$ cat config.mk
export PLATFORM = sky130hd
export DESIGN_NAME = quadrature_count_direction_counter
export DESIGN_NICKNAME = d
export VERILOG_FILES = /design/src/common/qcount_pkg.sv /design/src/rtl/quadrature_count_direction_counter.sv
export SDC_FILE = /design/constraint.sdc
export NUM_CORES = 1
export LEC_CHECK = 0
export ABC_AREA = 1
export BUFFER_PORTS_ARGS = -buffer_cell sky130_fd_sc_hd__buf_2
export CORE_MARGIN = 2
export CORE_UTILIZATION = 55
export CTS_BUF_LIST = sky130_fd_sc_hd__clkbuf_8 sky130_fd_sc_hd__clkbuf_16
export DETAILED_ROUTE_END_ITERATION = 10
export PLACE_DENSITY_LB_ADDON = 0.3
export SLEW_MARGIN = 10
export SYNTH_ARGS = -nofsm -noshare
export SYNTH_HDL_FRONTEND = slang
export SYNTH_SLANG_ARGS = --single-unit
$ cat constraint.sdc
create_clock -name i_clk -period 3.8 [get_ports i_clk]
set_clock_uncertainty 0.2 [all_clocks]
set_input_delay 0.38 -clock i_clk [delete_from_list [all_inputs] [get_ports i_clk]]
set_output_delay 0.38 -clock i_clk [all_outputs]
set_load 0.01 [all_outputs]
$ cat src/common/qcount_pkg.sv
package qcount_pkg;
   // ****************************************************************
   // Register map, word aligned byte addresses
   // ****************************************************************
   localparam logic [4:0] ADDR_PRESET_BYTE = 5'h00;
   localparam logic [4:0] ADDR_COMPARE_BYTE = 5'h04;
   localparam logic [4:0] ADDR_CONFIG = 5'h08;
   localparam logic [4:0] ADDR_COMMAND = 5'h0C;
   localparam logic [4:0] ADDR_COUNT = 5'h10;
   localparam logic [4:0] ADDR_STATUS = 5'h14;
   // ****************************************************************
   // Field positions
   // ****************************************************************
   localparam int CFG_MODE_LSB = 0;
   localparam int CFG_GATE_LSB = 4;
   localparam int CFG_MATCH_LSB = 6;
   localparam int CFG_A_LSB = 8;
   localparam int CFG_B_BIT = 10;
   localparam int CMD_START_BIT = 0;
   localparam int CMD_PTR_RST_BIT = 1;
   localparam int ST_MATCH_BIT = 0;
   localparam int ST_GATE_BIT = 1;
   localparam int ST_DIR_BIT = 2;
   // ****************************************************************
   // Reset values and timing
   // ****************************************************************
   localparam logic [10:0] CONFIG_RESET = 11'h000;
   localparam int CLK_HZ = 40_000_000;
   localparam int PULSE_MIN_US = 25;
   localparam int PULSE_CYCLES = (PULSE_MIN_US * (CLK_HZ / 1_000_000));
   // ****************************************************************
   // Modes
   // ****************************************************************
   localparam logic [2:0] MODE_SINGLE_A = 3'h0;
   localparam logic [2:0] MODE_SINGLE_B = 3'h1;
   localparam logic [2:0] MODE_DOUBLE = 3'h2;
   localparam logic [2:0] MODE_TRIPLE = 3'h3;
   localparam logic [2:0] MODE_FOUR = 3'h4;
   localparam logic [1:0] GATE_HIGH = 2'h0;
   localparam logic [1:0] GATE_LOW = 2'h1;
   localparam logic [1:0] GATE_RISE = 2'h2;
   localparam logic [1:0] GATE_FALL = 2'h3;
   typedef enum logic [1:0] {
      BUS_IDLE = 2'b01,
      BUS_ACK = 2'b10
   } bus_state_t;
endpackage

$ cat src/rtl/quadrature_count_direction_counter.sv
// Implementation choices: the placing of the registers and register access over Avalon-MM.
`timescale 1ns/1ps
// How it works
// - 24-bit counter loaded from preset register.
// - Start copies preset, counts, arms match output.
// - Host reads count, match, gate, direction.
// - Gate mode 0 counts while input high.
// - Gate mode 1 counts while input low.
// - Gate mode 2 toggles on rising edges.
// - Gate mode 3 toggles on falling edges.
// - Match mode 0 low, latches high.
// - Match mode 1 high, latches low.
// - Match mode 2 idles low, high pulses.
// - Match mode 3 idles high, low pulses.
// - Two-bit phase A inversion setting.
// - Single-edge direction from phase B, invertible.
// - Modes 0,1 count rising A edges only.
// - Count wraps modulo two to twenty-four.
// - Mode 2 counts both A edges.
// - Mode 4 counts all edges.
// - Mode 3 accepted, triple-edge behaviour chosen.
// - Inverting one phase reverses direction.
module quadrature_count_direction_counter #(
   parameter int WIDTH = 24,
   parameter int PULSE_LEN = qcount_pkg::PULSE_CYCLES
) (
   input wire logic i_clk,
   input wire logic i_nrst,
   input wire logic [4:0] i_avs_address,
   input wire logic i_avs_read,
   input wire logic i_avs_write,
   input wire logic [31:0] i_avs_writedata,
   input wire logic [3:0] i_avs_byteenable,
   input wire logic i_phase_a,
   input wire logic i_phase_b,
   input wire logic i_count_gate_input,
   output logic [31:0] o_avs_readdata,
   output logic o_avs_waitrequest,
   output logic o_match_output,
   output logic [WIDTH-1:0] o_count
);
   if (WIDTH != 24) begin : g_width_check
      $error("Counter width must be 24.");
   end
   if (PULSE_LEN < 1 || PULSE_LEN > 65535) begin : g_pulse_check
      $error("Pulse length out of range.");
   end

   typedef struct packed {
      qcount_pkg::bus_state_t bus;
      logic wait_req;
      logic [31:0] rdata;
      logic [23:0] preset;
      logic [23:0] compare;
      logic [1:0] preset_ptr;
      logic [1:0] compare_ptr;
      logic [10:0] cfg;
      logic [23:0] count;
      logic started;
      logic gate_toggle;
      logic dir;
      logic match_out;
      logic match_prev;
      logic [15:0] pulse_cnt;
      logic [2:0] a_sync;
      logic [2:0] b_sync;
      logic [2:0] g_sync;
   } state_t;

   state_t r;
   state_t next_r;

   logic a_in;
   logic b_in;
   logic a_prev;
   logic b_prev;
   logic g_in;
   logic g_prev;
   logic rise_a;
   logic fall_a;
   logic edge_b;
   logic step;
   logic quad_dir;
   logic gate_on;
   logic equal;
   logic start_cmd;
   logic [2:0] mode;
   logic [1:0] gate_mode;
   logic [1:0] match_mode;
   logic dyn_match;
   logic idle_level;
   logic acc;
   logic wr_fire;

   always_comb begin
      next_r = r;
      mode = r.cfg[qcount_pkg::CFG_MODE_LSB +: 3];
      gate_mode = r.cfg[qcount_pkg::CFG_GATE_LSB +: 2];
      match_mode = r.cfg[qcount_pkg::CFG_MATCH_LSB +: 2];
      dyn_match = match_mode[1];
      idle_level = match_mode[0];
      // ****************************************************************
      // Input conditioning
      // ****************************************************************
      // two-stage synchronisers
      next_r.a_sync = {r.a_sync[1:0], i_phase_a};
      next_r.b_sync = {r.b_sync[1:0], i_phase_b};
      next_r.g_sync = {r.g_sync[1:0], i_count_gate_input};
      a_in = r.a_sync[1] ^ r.cfg[qcount_pkg::CFG_A_LSB];
      a_prev = r.a_sync[2] ^ r.cfg[qcount_pkg::CFG_A_LSB];
      b_in = r.b_sync[1] ^ r.cfg[qcount_pkg::CFG_B_BIT];
      b_prev = r.b_sync[2] ^ r.cfg[qcount_pkg::CFG_B_BIT];
      g_in = r.g_sync[1];
      g_prev = r.g_sync[2];
      rise_a = a_in & ~a_prev;
      fall_a = ~a_in & a_prev;
      edge_b = b_in ^ b_prev;
      quad_dir = (a_in ^ a_prev) ? (a_in ^ b_in) : ~(a_in ^ b_in);
      // triple mode counts both A edges and B rising
      case (mode)
         qcount_pkg::MODE_SINGLE_A, qcount_pkg::MODE_SINGLE_B: begin
            step = rise_a;
         end
         qcount_pkg::MODE_DOUBLE: begin
            step = rise_a | fall_a;
         end
         qcount_pkg::MODE_TRIPLE: begin
            step = rise_a | fall_a | (edge_b & b_in);
         end
         qcount_pkg::MODE_FOUR: begin
            step = rise_a | fall_a | edge_b;
         end
         default: begin
            step = 1'b0;
         end
      endcase
      if (mode == qcount_pkg::MODE_SINGLE_A || mode == qcount_pkg::MODE_SINGLE_B) begin
         next_r.dir = b_in;
      end else if (step) begin
         next_r.dir = quad_dir;
      end
      // ****************************************************************
      // Counting gate
      // ****************************************************************
      case (gate_mode)
         qcount_pkg::GATE_HIGH: gate_on = g_in;
         qcount_pkg::GATE_LOW: gate_on = ~g_in;
         default: gate_on = r.gate_toggle;
      endcase
      if (gate_mode == qcount_pkg::GATE_RISE && g_in && !g_prev) begin
         next_r.gate_toggle = ~r.gate_toggle;
      end
      if (gate_mode == qcount_pkg::GATE_FALL && !g_in && g_prev) begin
         next_r.gate_toggle = ~r.gate_toggle;
      end
      if (step && gate_on && r.started) begin
         if (next_r.dir) begin
            next_r.count = r.count + 24'h000001;
         end else begin
            next_r.count = r.count - 24'h000001;
         end
      end
      // ****************************************************************
      // Match output
      // ****************************************************************
      // compare every cycle
      equal = r.started && (r.count == r.compare);
      next_r.match_prev = equal;
      if (r.pulse_cnt != 16'h0000) begin
         next_r.pulse_cnt = r.pulse_cnt - 16'h0001;
         if (r.pulse_cnt == 16'h0001) begin
            next_r.match_out = idle_level;
         end
      end
      if (equal && !r.match_prev) begin
         next_r.match_out = ~idle_level;
         if (dyn_match) begin
            next_r.pulse_cnt = 16'(PULSE_LEN);
         end
      end
      // ****************************************************************
      // Avalon slave, one wait state per access
      // ****************************************************************
      start_cmd = 1'b0;
      acc = (i_avs_read | i_avs_write) && r.bus == qcount_pkg::BUS_IDLE;
      // Writes act at the completing edge, when the master sees waitrequest low.
      wr_fire = i_avs_write && r.bus == qcount_pkg::BUS_ACK;
      // Registering waitrequest keeps it high outside answer cycles, which the bus allows.
      next_r.wait_req = ~acc;
      case (r.bus)
         qcount_pkg::BUS_IDLE: begin
            if (acc) begin
               next_r.bus = qcount_pkg::BUS_ACK;
            end
         end
         qcount_pkg::BUS_ACK: begin
            next_r.bus = qcount_pkg::BUS_IDLE;
         end
         default: begin
            next_r.bus = qcount_pkg::BUS_IDLE;
         end
      endcase
      if (wr_fire && i_avs_byteenable[0]) begin
         case (i_avs_address)
            qcount_pkg::ADDR_PRESET_BYTE: begin
               next_r.preset[8*r.preset_ptr +: 8] = i_avs_writedata[7:0];
               next_r.preset_ptr = (r.preset_ptr == 2'h2) ? 2'h0 : r.preset_ptr + 2'h1;
            end
            qcount_pkg::ADDR_COMPARE_BYTE: begin
               next_r.compare[8*r.compare_ptr +: 8] = i_avs_writedata[7:0];
               next_r.compare_ptr = (r.compare_ptr == 2'h2) ? 2'h0 : r.compare_ptr + 2'h1;
            end
            qcount_pkg::ADDR_CONFIG: begin
               if (i_avs_byteenable[1]) begin
                  next_r.cfg = i_avs_writedata[10:0];
                  next_r.gate_toggle = 1'b0;
               end
            end
            qcount_pkg::ADDR_COMMAND: begin
               start_cmd = i_avs_writedata[qcount_pkg::CMD_START_BIT];
               if (i_avs_writedata[qcount_pkg::CMD_PTR_RST_BIT]) begin
                  next_r.preset_ptr = 2'h0;
                  next_r.compare_ptr = 2'h0;
               end
            end
            default: begin
            end
         endcase
      end
      if (start_cmd) begin
         next_r.count = r.preset;
         next_r.started = 1'b1;
         next_r.match_out = idle_level;
         next_r.pulse_cnt = 16'h0000;
         next_r.match_prev = 1'b1;
      end
      if (acc && i_avs_read) begin
         case (i_avs_address)
            qcount_pkg::ADDR_PRESET_BYTE: next_r.rdata = {8'h00, r.preset};
            qcount_pkg::ADDR_COMPARE_BYTE: next_r.rdata = {8'h00, r.compare};
            qcount_pkg::ADDR_CONFIG: next_r.rdata = {21'h000000, r.cfg};
            qcount_pkg::ADDR_COUNT: next_r.rdata = {8'h00, r.count};
            qcount_pkg::ADDR_STATUS: next_r.rdata = {29'h00000000, r.dir,
               gate_on & r.started, r.match_out};
            default: next_r.rdata = 32'h00000000;
         endcase
      end
   end

   always_ff @(posedge i_clk or negedge i_nrst) begin
      if (!i_nrst) begin
         r <= '{bus: qcount_pkg::BUS_IDLE, wait_req: 1'b1, cfg: qcount_pkg::CONFIG_RESET,
            default: '0};
      end else begin
         r <= next_r;
      end
   end

   assign o_avs_readdata = r.rdata;
   assign o_avs_waitrequest = r.wait_req;
   assign o_match_output = r.match_out;
   assign o_count = r.count;

   // ****************************************************************
   // Checks
   // ****************************************************************
   a_start_loads: assert property (@(posedge i_clk) disable iff (!i_nrst)
      start_cmd |=> r.count == $past(r.preset) && r.started)
      else $error("Start did not load preset.");
   a_wrap_down: assert property (@(posedge i_clk) disable iff (!i_nrst)
      (step && gate_on && r.started && !next_r.dir && r.count == 24'h000000 && !start_cmd)
      |=> r.count == 24'hFFFFFF)
      else $error("Down count from zero did not wrap.");
   a_hold_gate: assert property (@(posedge i_clk) disable iff (!i_nrst)
      (!gate_on && !start_cmd) |=> $stable(r.count))
      else $error("Count moved while gated off.");
   a_pulse_len: assert property (@(posedge i_clk) disable iff (!i_nrst)
      (dyn_match && r.pulse_cnt == 16'(PULSE_LEN) && !start_cmd && $stable(r.cfg))
      |-> r.match_out != idle_level)
      else $error("Match pulse missing.");
   a_static_hold: assert property (@(posedge i_clk) disable iff (!i_nrst)
      (!dyn_match && r.match_out != idle_level && !start_cmd && next_r.cfg == r.cfg)
      |=> r.match_out != idle_level)
      else $error("Static match output released.");
   a_single_dir: assert property (@(posedge i_clk) disable iff (!i_nrst)
      (mode[2:1] == 2'b00) |=> r.dir == $past(b_in))
      else $error("Single-edge direction wrong.");
   a_single_edge: assert property (@(posedge i_clk) disable iff (!i_nrst)
      (mode[2:1] == 2'b00 && !rise_a && !start_cmd) |=> $stable(r.count))
      else $error("Counted without rising edge.");
   a_wait_once: assert property (@(posedge i_clk) disable iff (!i_nrst)
      (i_avs_read && r.bus == qcount_pkg::BUS_IDLE) |=> !o_avs_waitrequest)
      else $error("Read not answered in one cycle.");
   a_gate_low: assert property (@(posedge i_clk) disable iff (!i_nrst)
      (gate_mode == qcount_pkg::GATE_LOW && g_in && !start_cmd) |=> $stable(r.count))
      else $error("Count moved while gate input high.");
   a_toggle_rise: assert property (@(posedge i_clk) disable iff (!i_nrst)
      (gate_mode == qcount_pkg::GATE_RISE && g_in && !g_prev && !wr_fire)
      |=> r.gate_toggle != $past(r.gate_toggle))
      else $error("Rising gate edge did not toggle counting.");
   a_toggle_fall: assert property (@(posedge i_clk) disable iff (!i_nrst)
      (gate_mode == qcount_pkg::GATE_FALL && !g_in && g_prev && !wr_fire)
      |=> r.gate_toggle != $past(r.gate_toggle))
      else $error("Falling gate edge did not toggle counting.");
   a_start_idle: assert property (@(posedge i_clk) disable iff (!i_nrst)
      start_cmd |=> r.match_out == $past(idle_level))
      else $error("Start did not arm the match output.");
   a_no_start: assert property (@(posedge i_clk) disable iff (!i_nrst)
      (!r.started && !start_cmd) |=> $stable(r.count))
      else $error("Count moved before a start.");
   a_match_sets: assert property (@(posedge i_clk) disable iff (!i_nrst)
      (equal && !r.match_prev && !start_cmd) |=> r.match_out != $past(idle_level))
      else $error("Equality did not switch the match output.");
   a_pulse_end: assert property (@(posedge i_clk) disable iff (!i_nrst)
      (r.pulse_cnt == 16'h0001 && !start_cmd && !(equal && !r.match_prev))
      |=> r.match_out == $past(idle_level))
      else $error("Match pulse did not end.");
   a_wrap_up: assert property (@(posedge i_clk) disable iff (!i_nrst)
      (step && gate_on && r.started && next_r.dir && r.count == 24'hFFFFFF && !start_cmd)
      |=> r.count == 24'h000000)
      else $error("Up count from maximum did not wrap.");
   a_double_dir: assert property (@(posedge i_clk) disable iff (!i_nrst)
      (mode == qcount_pkg::MODE_DOUBLE && ((rise_a && !b_in) || (fall_a && b_in)))
      |=> r.dir)
      else $error("Leading phase A did not count up.");
   a_four_dir: assert property (@(posedge i_clk) disable iff (!i_nrst)
      (mode == qcount_pkg::MODE_FOUR && edge_b && !rise_a && !fall_a && b_in == a_in)
      |=> r.dir)
      else $error("Lagging phase B edge did not count up.");
   a_triple_fall: assert property (@(posedge i_clk) disable iff (!i_nrst)
      (mode == qcount_pkg::MODE_TRIPLE && edge_b && !b_in && !rise_a && !fall_a && !start_cmd)
      |=> $stable(r.count))
      else $error("Triple mode counted a falling B edge.");
   a_preset_byte: assert property (@(posedge i_clk) disable iff (!i_nrst)
      (wr_fire && i_avs_byteenable[0] && i_avs_address == qcount_pkg::ADDR_PRESET_BYTE
      && r.preset_ptr == 2'h0) |=> r.preset[7:0] == $past(i_avs_writedata[7:0]))
      else $error("Preset low byte not taken.");
   a_read_count: assert property (@(posedge i_clk) disable iff (!i_nrst)
      (i_avs_read && r.bus == qcount_pkg::BUS_IDLE && i_avs_address == qcount_pkg::ADDR_COUNT)
      |=> o_avs_readdata == {8'h00, $past(r.count)})
      else $error("Count readback wrong.");
   a_status_bits: assert property (@(posedge i_clk) disable iff (!i_nrst)
      (i_avs_read && r.bus == qcount_pkg::BUS_IDLE && i_avs_address == qcount_pkg::ADDR_STATUS)
      |=> o_avs_readdata[qcount_pkg::ST_DIR_BIT] == $past(r.dir)
      && o_avs_readdata[qcount_pkg::ST_MATCH_BIT] == $past(r.match_out))
      else $error("Status readback wrong.");

   // ****************************************************************
   // Scenario coverage
   // ****************************************************************
   c_start: cover property (@(posedge i_clk) disable iff (!i_nrst) start_cmd);
   c_match: cover property (@(posedge i_clk) disable iff (!i_nrst) equal && !r.match_prev);
   c_wrap: cover property (@(posedge i_clk) disable iff (!i_nrst) r.count == 24'hFFFFFF);
   c_pulse_end: cover property (@(posedge i_clk) disable iff (!i_nrst) r.pulse_cnt == 16'h0001);
   c_quad_back: cover property (@(posedge i_clk) disable iff (!i_nrst)
      mode == qcount_pkg::MODE_FOUR && step && !quad_dir);
endmodule

[After elaboration in Yosys (flattened, before gate mapping)]
Cells that the tools add are included.
Cells by class
  add/sub/neg operators: 7
  eq/ne operators: 20
  shift-type cells: 4
  muxes and demuxes: 32
  bitwise gates (word level): 22
  reductions and logical operators: 32
Operators by type and width (count)
  case mux 24 bit (5 select lines): 1
  negation 5 -> 34 bit: 2
  variable shift 8 x 34 -> 24 bit, first input constant: 2
  variable part select 8 x 34 -> 24 bit: 2
  bitwise mux 24 bit: 2
  2-to-1 mux 16 bit: 3
  2-to-1 mux 24 bit: 2
  2-to-1 mux 25 bit: 1
  adder 24 x 1 -> 24 bit, second input constant: 1
  == test 24 bit: 1
  subtractor 24 x 1 -> 24 bit, second input constant: 1
  2-to-1 mux 18 bit: 1
  == test 16 x 1 -> 1 bit, second input constant: 1
  nonzero test 16 bit: 1
  subtractor 16 x 1 -> 16 bit, second input constant: 1
  2-to-1 mux 1 bit: 13
  logical AND 1 bit: 12
  == test 2 bit, second input constant: 5
  == test 5 x 4 -> 1 bit, second input constant: 2
  == test 5 bit, second input constant: 2
  AND reduction 3 bit: 3
  2-to-1 mux 2 bit: 4
  case mux 2 bit (2 select lines): 2
  NOT 1 bit: 7
  other kinds (22): 45
Word-level totals
  register bits after elaboration: 152
  bits of input ports: 48
  output and inout bits: 58
  logic and storage cells: 135

[Longest topological paths before layout]
  word-level depth: 11
  gate-level depth with buffers: 27
  gate-level depth less buffers: 27

[Worst setup path before layout]
No wires, ideal clock.
  kind: reg-to-reg
  from: register r[64] in the netlist's numbering
  to: register r, in the netlist o_count[12]
  data arrival time: 2.535 ns
  data required time: 3.482 ns
  path slack: 0.947 ns
  stages on the path, launching flop included: 24
  path through: dfrtp_1 xor2_2 ha_1 inv_1 nand2_1 nand3_1 nand2_1 a21oi_2 nand2_4 nand2_4 nand2_1 nand2_1 inv_1 ha_1 inv_1 nand2_1 nand2_1 nand2_1 nand2_1 nand2_2 nand2_1 nand3_1 nand3_1 nand2_1
On the way
  word-level cells in the longest chain between the ends: 10
Ends and longest elaborated chain
  start: declaration: RTL line quadrature_count_direction_counter.sv:70  | state_t r;
  start signal: assignment: RTL line quadrature_count_direction_counter.sv:252  | r <= '{bus: qcount_pkg::BUS_IDLE, wait_req: 1'b1, cfg: qcount_pkg::CONFIG_RESET,
  start signal: assignment: RTL line quadrature_count_direction_counter.sv:255  | r <= next_r;
  bitwise XOR 1 bit, on equally long branches: RTL line quadrature_count_direction_counter.sv:111, quadrature_count_direction_counter.sv:112
  bitwise XOR 1 bit: RTL line quadrature_count_direction_counter.sv:117  | edge_b = b_in ^ b_prev;
  bitwise AND 1 bit: RTL line quadrature_count_direction_counter.sv:128  | step = rise_a | fall_a | (edge_b & b_in);
  OR 1 bit: RTL line quadrature_count_direction_counter.sv:128
  case mux 1 bit (4 select lines): RTL line quadrature_count_direction_counter.sv:120  | case (mode)
  2-to-1 mux 1 bit: RTL line quadrature_count_direction_counter.sv:139  | end else if (step) begin
  2-to-1 mux 1 bit: RTL line quadrature_count_direction_counter.sv:137  | if (mode == qcount_pkg::MODE_SINGLE_A || mode == qcount_pkg::MODE_SINGLE_B) begin
  2-to-1 mux 24 bit: RTL line quadrature_count_direction_counter.sv:157  | if (next_r.dir) begin
  2-to-1 mux 24 bit: RTL line quadrature_count_direction_counter.sv:156  | if (step && gate_on && r.started) begin
  2-to-1 mux 25 bit: RTL line quadrature_count_direction_counter.sv:230  | if (start_cmd) begin
Parallel ways exist; a longest one is shown, timed or not. The select of a mux whose other input is x is not followed.
A chain may end at the register's enable or synchronous reset.

[Final worst setup path]
  from: register r[62] in the netlist's numbering
  to: register r, in the netlist o_count[22]
On the way
  word-level cells in the longest chain between the ends: 11
Ends and longest elaborated chain (RTL line)
  bitwise XOR 1 bit, on equally long branches: quadrature_count_direction_counter.sv:110, quadrature_count_direction_counter.sv:109
  NOT 1 bit, on equally long branches: quadrature_count_direction_counter.sv:115, quadrature_count_direction_counter.sv:116
  bitwise AND 1 bit, on equally long branches: quadrature_count_direction_counter.sv:115, quadrature_count_direction_counter.sv:116
  OR 1 bit: quadrature_count_direction_counter.sv:125, quadrature_count_direction_counter.sv:128, quadrature_count_direction_counter.sv:131
  OR 1 bit, on equally long branches: quadrature_count_direction_counter.sv:131, quadrature_count_direction_counter.sv:128
  case mux 1 bit (4 select lines): quadrature_count_direction_counter.sv:120
  2-to-1 mux 1 bit: quadrature_count_direction_counter.sv:139
  2-to-1 mux 1 bit: quadrature_count_direction_counter.sv:137
  2-to-1 mux 24 bit: quadrature_count_direction_counter.sv:157
  2-to-1 mux 24 bit: quadrature_count_direction_counter.sv:156
  2-to-1 mux 25 bit: quadrature_count_direction_counter.sv:230
Parallel ways exist; a longest one is shown, timed or not. The select of a mux whose other input is x is not followed.

==> results.txt <==
Router iterations before antenna repair: 6
Least-Margin Pin Slew: 1.12 ns
Minimum clock period: 3.40 ns
Pin count of the biggest net entering global routing: 94
Die Y-Extent: 135 um
Final Hold Vio Count: 0
R2R cell count: 25
Top FF cell, synth: dfrtp_1
Netlist cell types: 51
WP data required: 3.97 ns
Die area: 18300 um^2
Internal Pwr Total: 3550 uW
Reg2reg start: r[62]
CP max stage delay: 0.45 ns
Net Sw Power: 2830 uW
Setup_tns: 0 ns
Max FO, Critical Path: 20
First-pass GRT wire length: 46.0 mm
HPWL after DPL: 21.4 mm
Slowest-stage cell, CP: dfrtp_1
CTS tree: done
Ys async rst share: 100%
Post-Synthesis Cell Area: 9490 um^2
DR vias: 9042
Root Buffer: clkbuf_16
Max-cap viol count: 0
CP Launch Type: flip-flop
Sw Share: 44.4%
Power Density: 618 nW/um^2
Initial antenna violation count: 1
Grt ovf: 0
GR Util All Layers: 33.2%
Critical path endpoint category: flip-flop
Cts bufs inserted: 17
# setup viols final: 0
RSZ-0062 raised after global routing: no
IO Count: 106
Antenna Violating Nets Remaining: 0
Via/cell ratio: 5.92
Final WL: 29.2 mm
EDFF count, synth: 0
I/O Buffers: 74
Leak pwr: 0.00509 uW
CTS clk-pin slew, worst paths: 0.06 ns
Worst-Skew Late Latency: 0.44 ns
Crit Path Class: reg -> reg
Yosys warns: 0
Post-synthesis sequential area ratio: 38.0%
Hold_sp: i_avs_writedata[5]
Antenna cell count: 0
Synthesized area per cell: 7.50 um^2
Fill cell count: 1554
Fmax: 294 MHz
Arrival time at the worst endpoint: 3.57 ns
Final #Nets: 1351
Initial core utilization: 55.6%
CTS sink count: 144
# rows: 48
WHS Path Cells: 3
H-tree levels: 4
Register area: 3610 um^2
FF-to-FF End: o_count[22]
Residual DRC: 0
Final core occ: 60.5%
Core Region: 17100 um^2
Routed WL per cell: 19.1 um
Hold Path End: r[98]
Multi-input gate area: 4630 um^2
Relative slew slack: 24.9%
CTS Buffer Depth: 2
Number of global-route vias before repair: 8476
Postcts setup bufs: 0
Synth Instances: 1266
Top cell by count, worst path: nand2_1
Combinational power share: 38.7%
Die X: 135 um
Hold/Removal Path Class: in -> reg
Max-slew violation count: 0
Layout cell share with drive strength beyond 1: 15.3%
R2R Setup Slk: 0.40 ns
Area growth syn-to-layout: 8.82%
Register share of total power: 36.5%
DR iter-0 viols: 1091
Synth Register Bits: 144
Fin crit share: 89.5%
Outcome: complete, no violations
RD Place Congestion: 0.983
Clock network power share: 24.8%
Max IR drop VDD: 0.362 mV
Crit path from: r[62]
-- critical path, delay by kind of cell (launching register included) --
kind | cells | cell delay [ns]
and+or+nand+nor | 17 | 1.61
adders and majority gates | 2 | 0.47
DFF | 1 | 0.45
buffers and inverters | 5 | 0.43
AOI/OAI and AO/OA | 1 | 0.17
-- cell usage after synthesis (2+ instances only) --
library cell	count	share of area (%)
a22oi_1	2	0.16
dfstp_2	2	0.55
o21ai_0	90	4.7
nand2_4	17	2.0
nand4_1	31	2.0
nor2_4	9	1.1
buf_2	3	0.16
o2111ai_1	4	0.37
o221ai_1	4	0.37
inv_2	7	0.28
o31ai_1	4	0.32
inv_1	164	6.5
nand3_1	100	5.3
dfrtp_1	142	37
nor2_2	12	0.79
nor3_1	14	0.74
o21a_1	4	0.32
a31oi_1	4	0.26
nor3b_1	3	0.24
nand2_2	16	1.1
o22ai_1	27	1.8
a211oi_1	7	0.55
ha_1	13	1.7
buf_4	56	4.4
buf_1	2	0.079
nor4_1	7	0.46
o21bai_1	2	0.16
nand3b_1	11	0.87
o41ai_1	19	1.8
nor2_1	105	4.2
clkbuf_1	35	1.4
a21oi_1	29	1.5
mux2_2	10	1.2
nand3_2	2	0.21
xnor2_1	5	0.46
a221oi_1	6	0.55
xor2_1	17	1.6
o211ai_1	8	0.63
or2_2	3	0.20
nand2_1	256	10
buf_6	4	0.47
-- what timing repair did --
| action | CTS | global route |
|---|---|---|
| setup endpoints to repair | 0 | 2 |
| hold buffers | 11 | 0 |
| resized for setup | 0 | 1 |
| hold endpoints to repair | 98 | 0 |
-- layout by cell type, fill, tap and decap left out, types with 4 or more instances in the layout --
cell type,netlist,final
a211oi_1,7,7
a21oi_1,29,29
a221oi_1,6,6
a31oi_1,4,4
buf_2,3,73
buf_4,56,13
clkbuf_16,0,17
clkinv_2,0,4
conb_1,1,8
dfrtp_1,142,142
dlygate4sd3_1,0,11
ha_1,13,13
inv_1,164,166
inv_2,7,7
mux2_2,10,10
nand2_1,256,256
nand2_2,16,16
nand2_4,17,16
nand3_1,100,100
nand3b_1,11,11
nand4_1,31,31
nor2_1,105,105
nor2_2,12,12
nor2_4,9,9
nor3_1,14,14
nor4_1,7,7
o2111ai_1,4,4
o211ai_1,8,8
o21a_1,4,4
o21ai_0,90,90
o221ai_1,4,4
o22ai_1,27,27
o31ai_1,4,4
o41ai_1,19,19
xnor2_1,5,5
xor2_1,17,17
-- registers in the layout, summed over array words and instances (netlist names) --
| register | cells |
|---|---|
| g_in | 1 |
| g_prev | 1 |
| mode | 3 |
| dyn_match | 1 |
| r | 80 |
| idle_level | 1 |
| next_r | 5 |
| o_avs_readdata | 24 |
| gate_mode | 2 |
| o_avs_waitrequest | 1 |
| o_count | 24 |
| o_match_output | 1 |
-- cells by family (layout without fill, tap and decap cells) --
family / count (synthesis) / after routing / synth area share [%]
AOI/OAI and AO/OA: 213 / 213 / 13.7
xor gates and xnor gates: 23 / 23 / 2.20
adders and majority gates: 13 / 13 / 1.71
buffers and inverters: 273 / 303 / 13.5
DFF: 144 / 144 / 38.0
muxes: 10 / 10 / 1.19
other: 1 / 8 / 0.0395
and+or+nand+nor: 589 / 589 / 29.6
-- metal layers --
layer	GRT usage, %	part of all wire, %	wire length, um
met5	0	0	0
met4	14.0	3.5	1010
met3	6.55	10	3000
met2	51.6	45	13100
met1	45.7	41	12100
-- power by group through the flow --
stage               Sequential, uW  Clock (uW)  Combinational [uW]
finish                        2330        1580                2470
global route                  2340        1660                2720
CTS                           2300        1600                2430
detailed placement            2330           0                2400
global placement              2310           0                2370
floorplan                     2000           0                2140
-- layout make-up --
| class | instances | share of cell area, % |
|---|---|---|
| Clock buffer | 18 | 4.25 |
| Clock inverter | 14 | 1.13 |
| Inverter | 172 | 6.25 |
| Multi-Input combinational cell | 856 | 44.9 |
| Sequential cell | 144 | 34.9 |
| Tap cell | 225 | 2.73 |
| Timing Repair Buffer | 99 | 5.85 |
-- worst max path at each step --
stage	to	slack [ns]	depth (start not counted)
2_1_floorplan	o_count[12]	0.95	23
3_3_place_gp	o_count[16]	0.45	25
3_5_place_dp	o_count[16]	0.38	25
4_1_cts	o_count[16]	0.36	25
5_1_grt	o_count[16]	0.06	27
6_report	o_count[22]	0.40	25
-- stage by stage --
stage | power (uW) | instances | instance area (um^2) | setup slack [ns] | hold slack [ns]
6_report | 6380 | 1528 | 10300 | 0.398 | 0.0855
5_1_grt | 6720 | 1528 | 10300 | 0.0635 | 0.0943
4_1_cts | 6320 | 1528 | 10300 | 0.364 | 0.0773
3_5_place_dp | 4730 | 1485 | 9650 | 0.379 | 0.138
3_3_place_gp | 4680 | 1485 | 9650 | 0.446 | 0.133
2_1_floorplan | 4130 | 1273 | 9520 | 0.947 | -0.116
No activity file was read; power rests on OpenSTA's default activity.
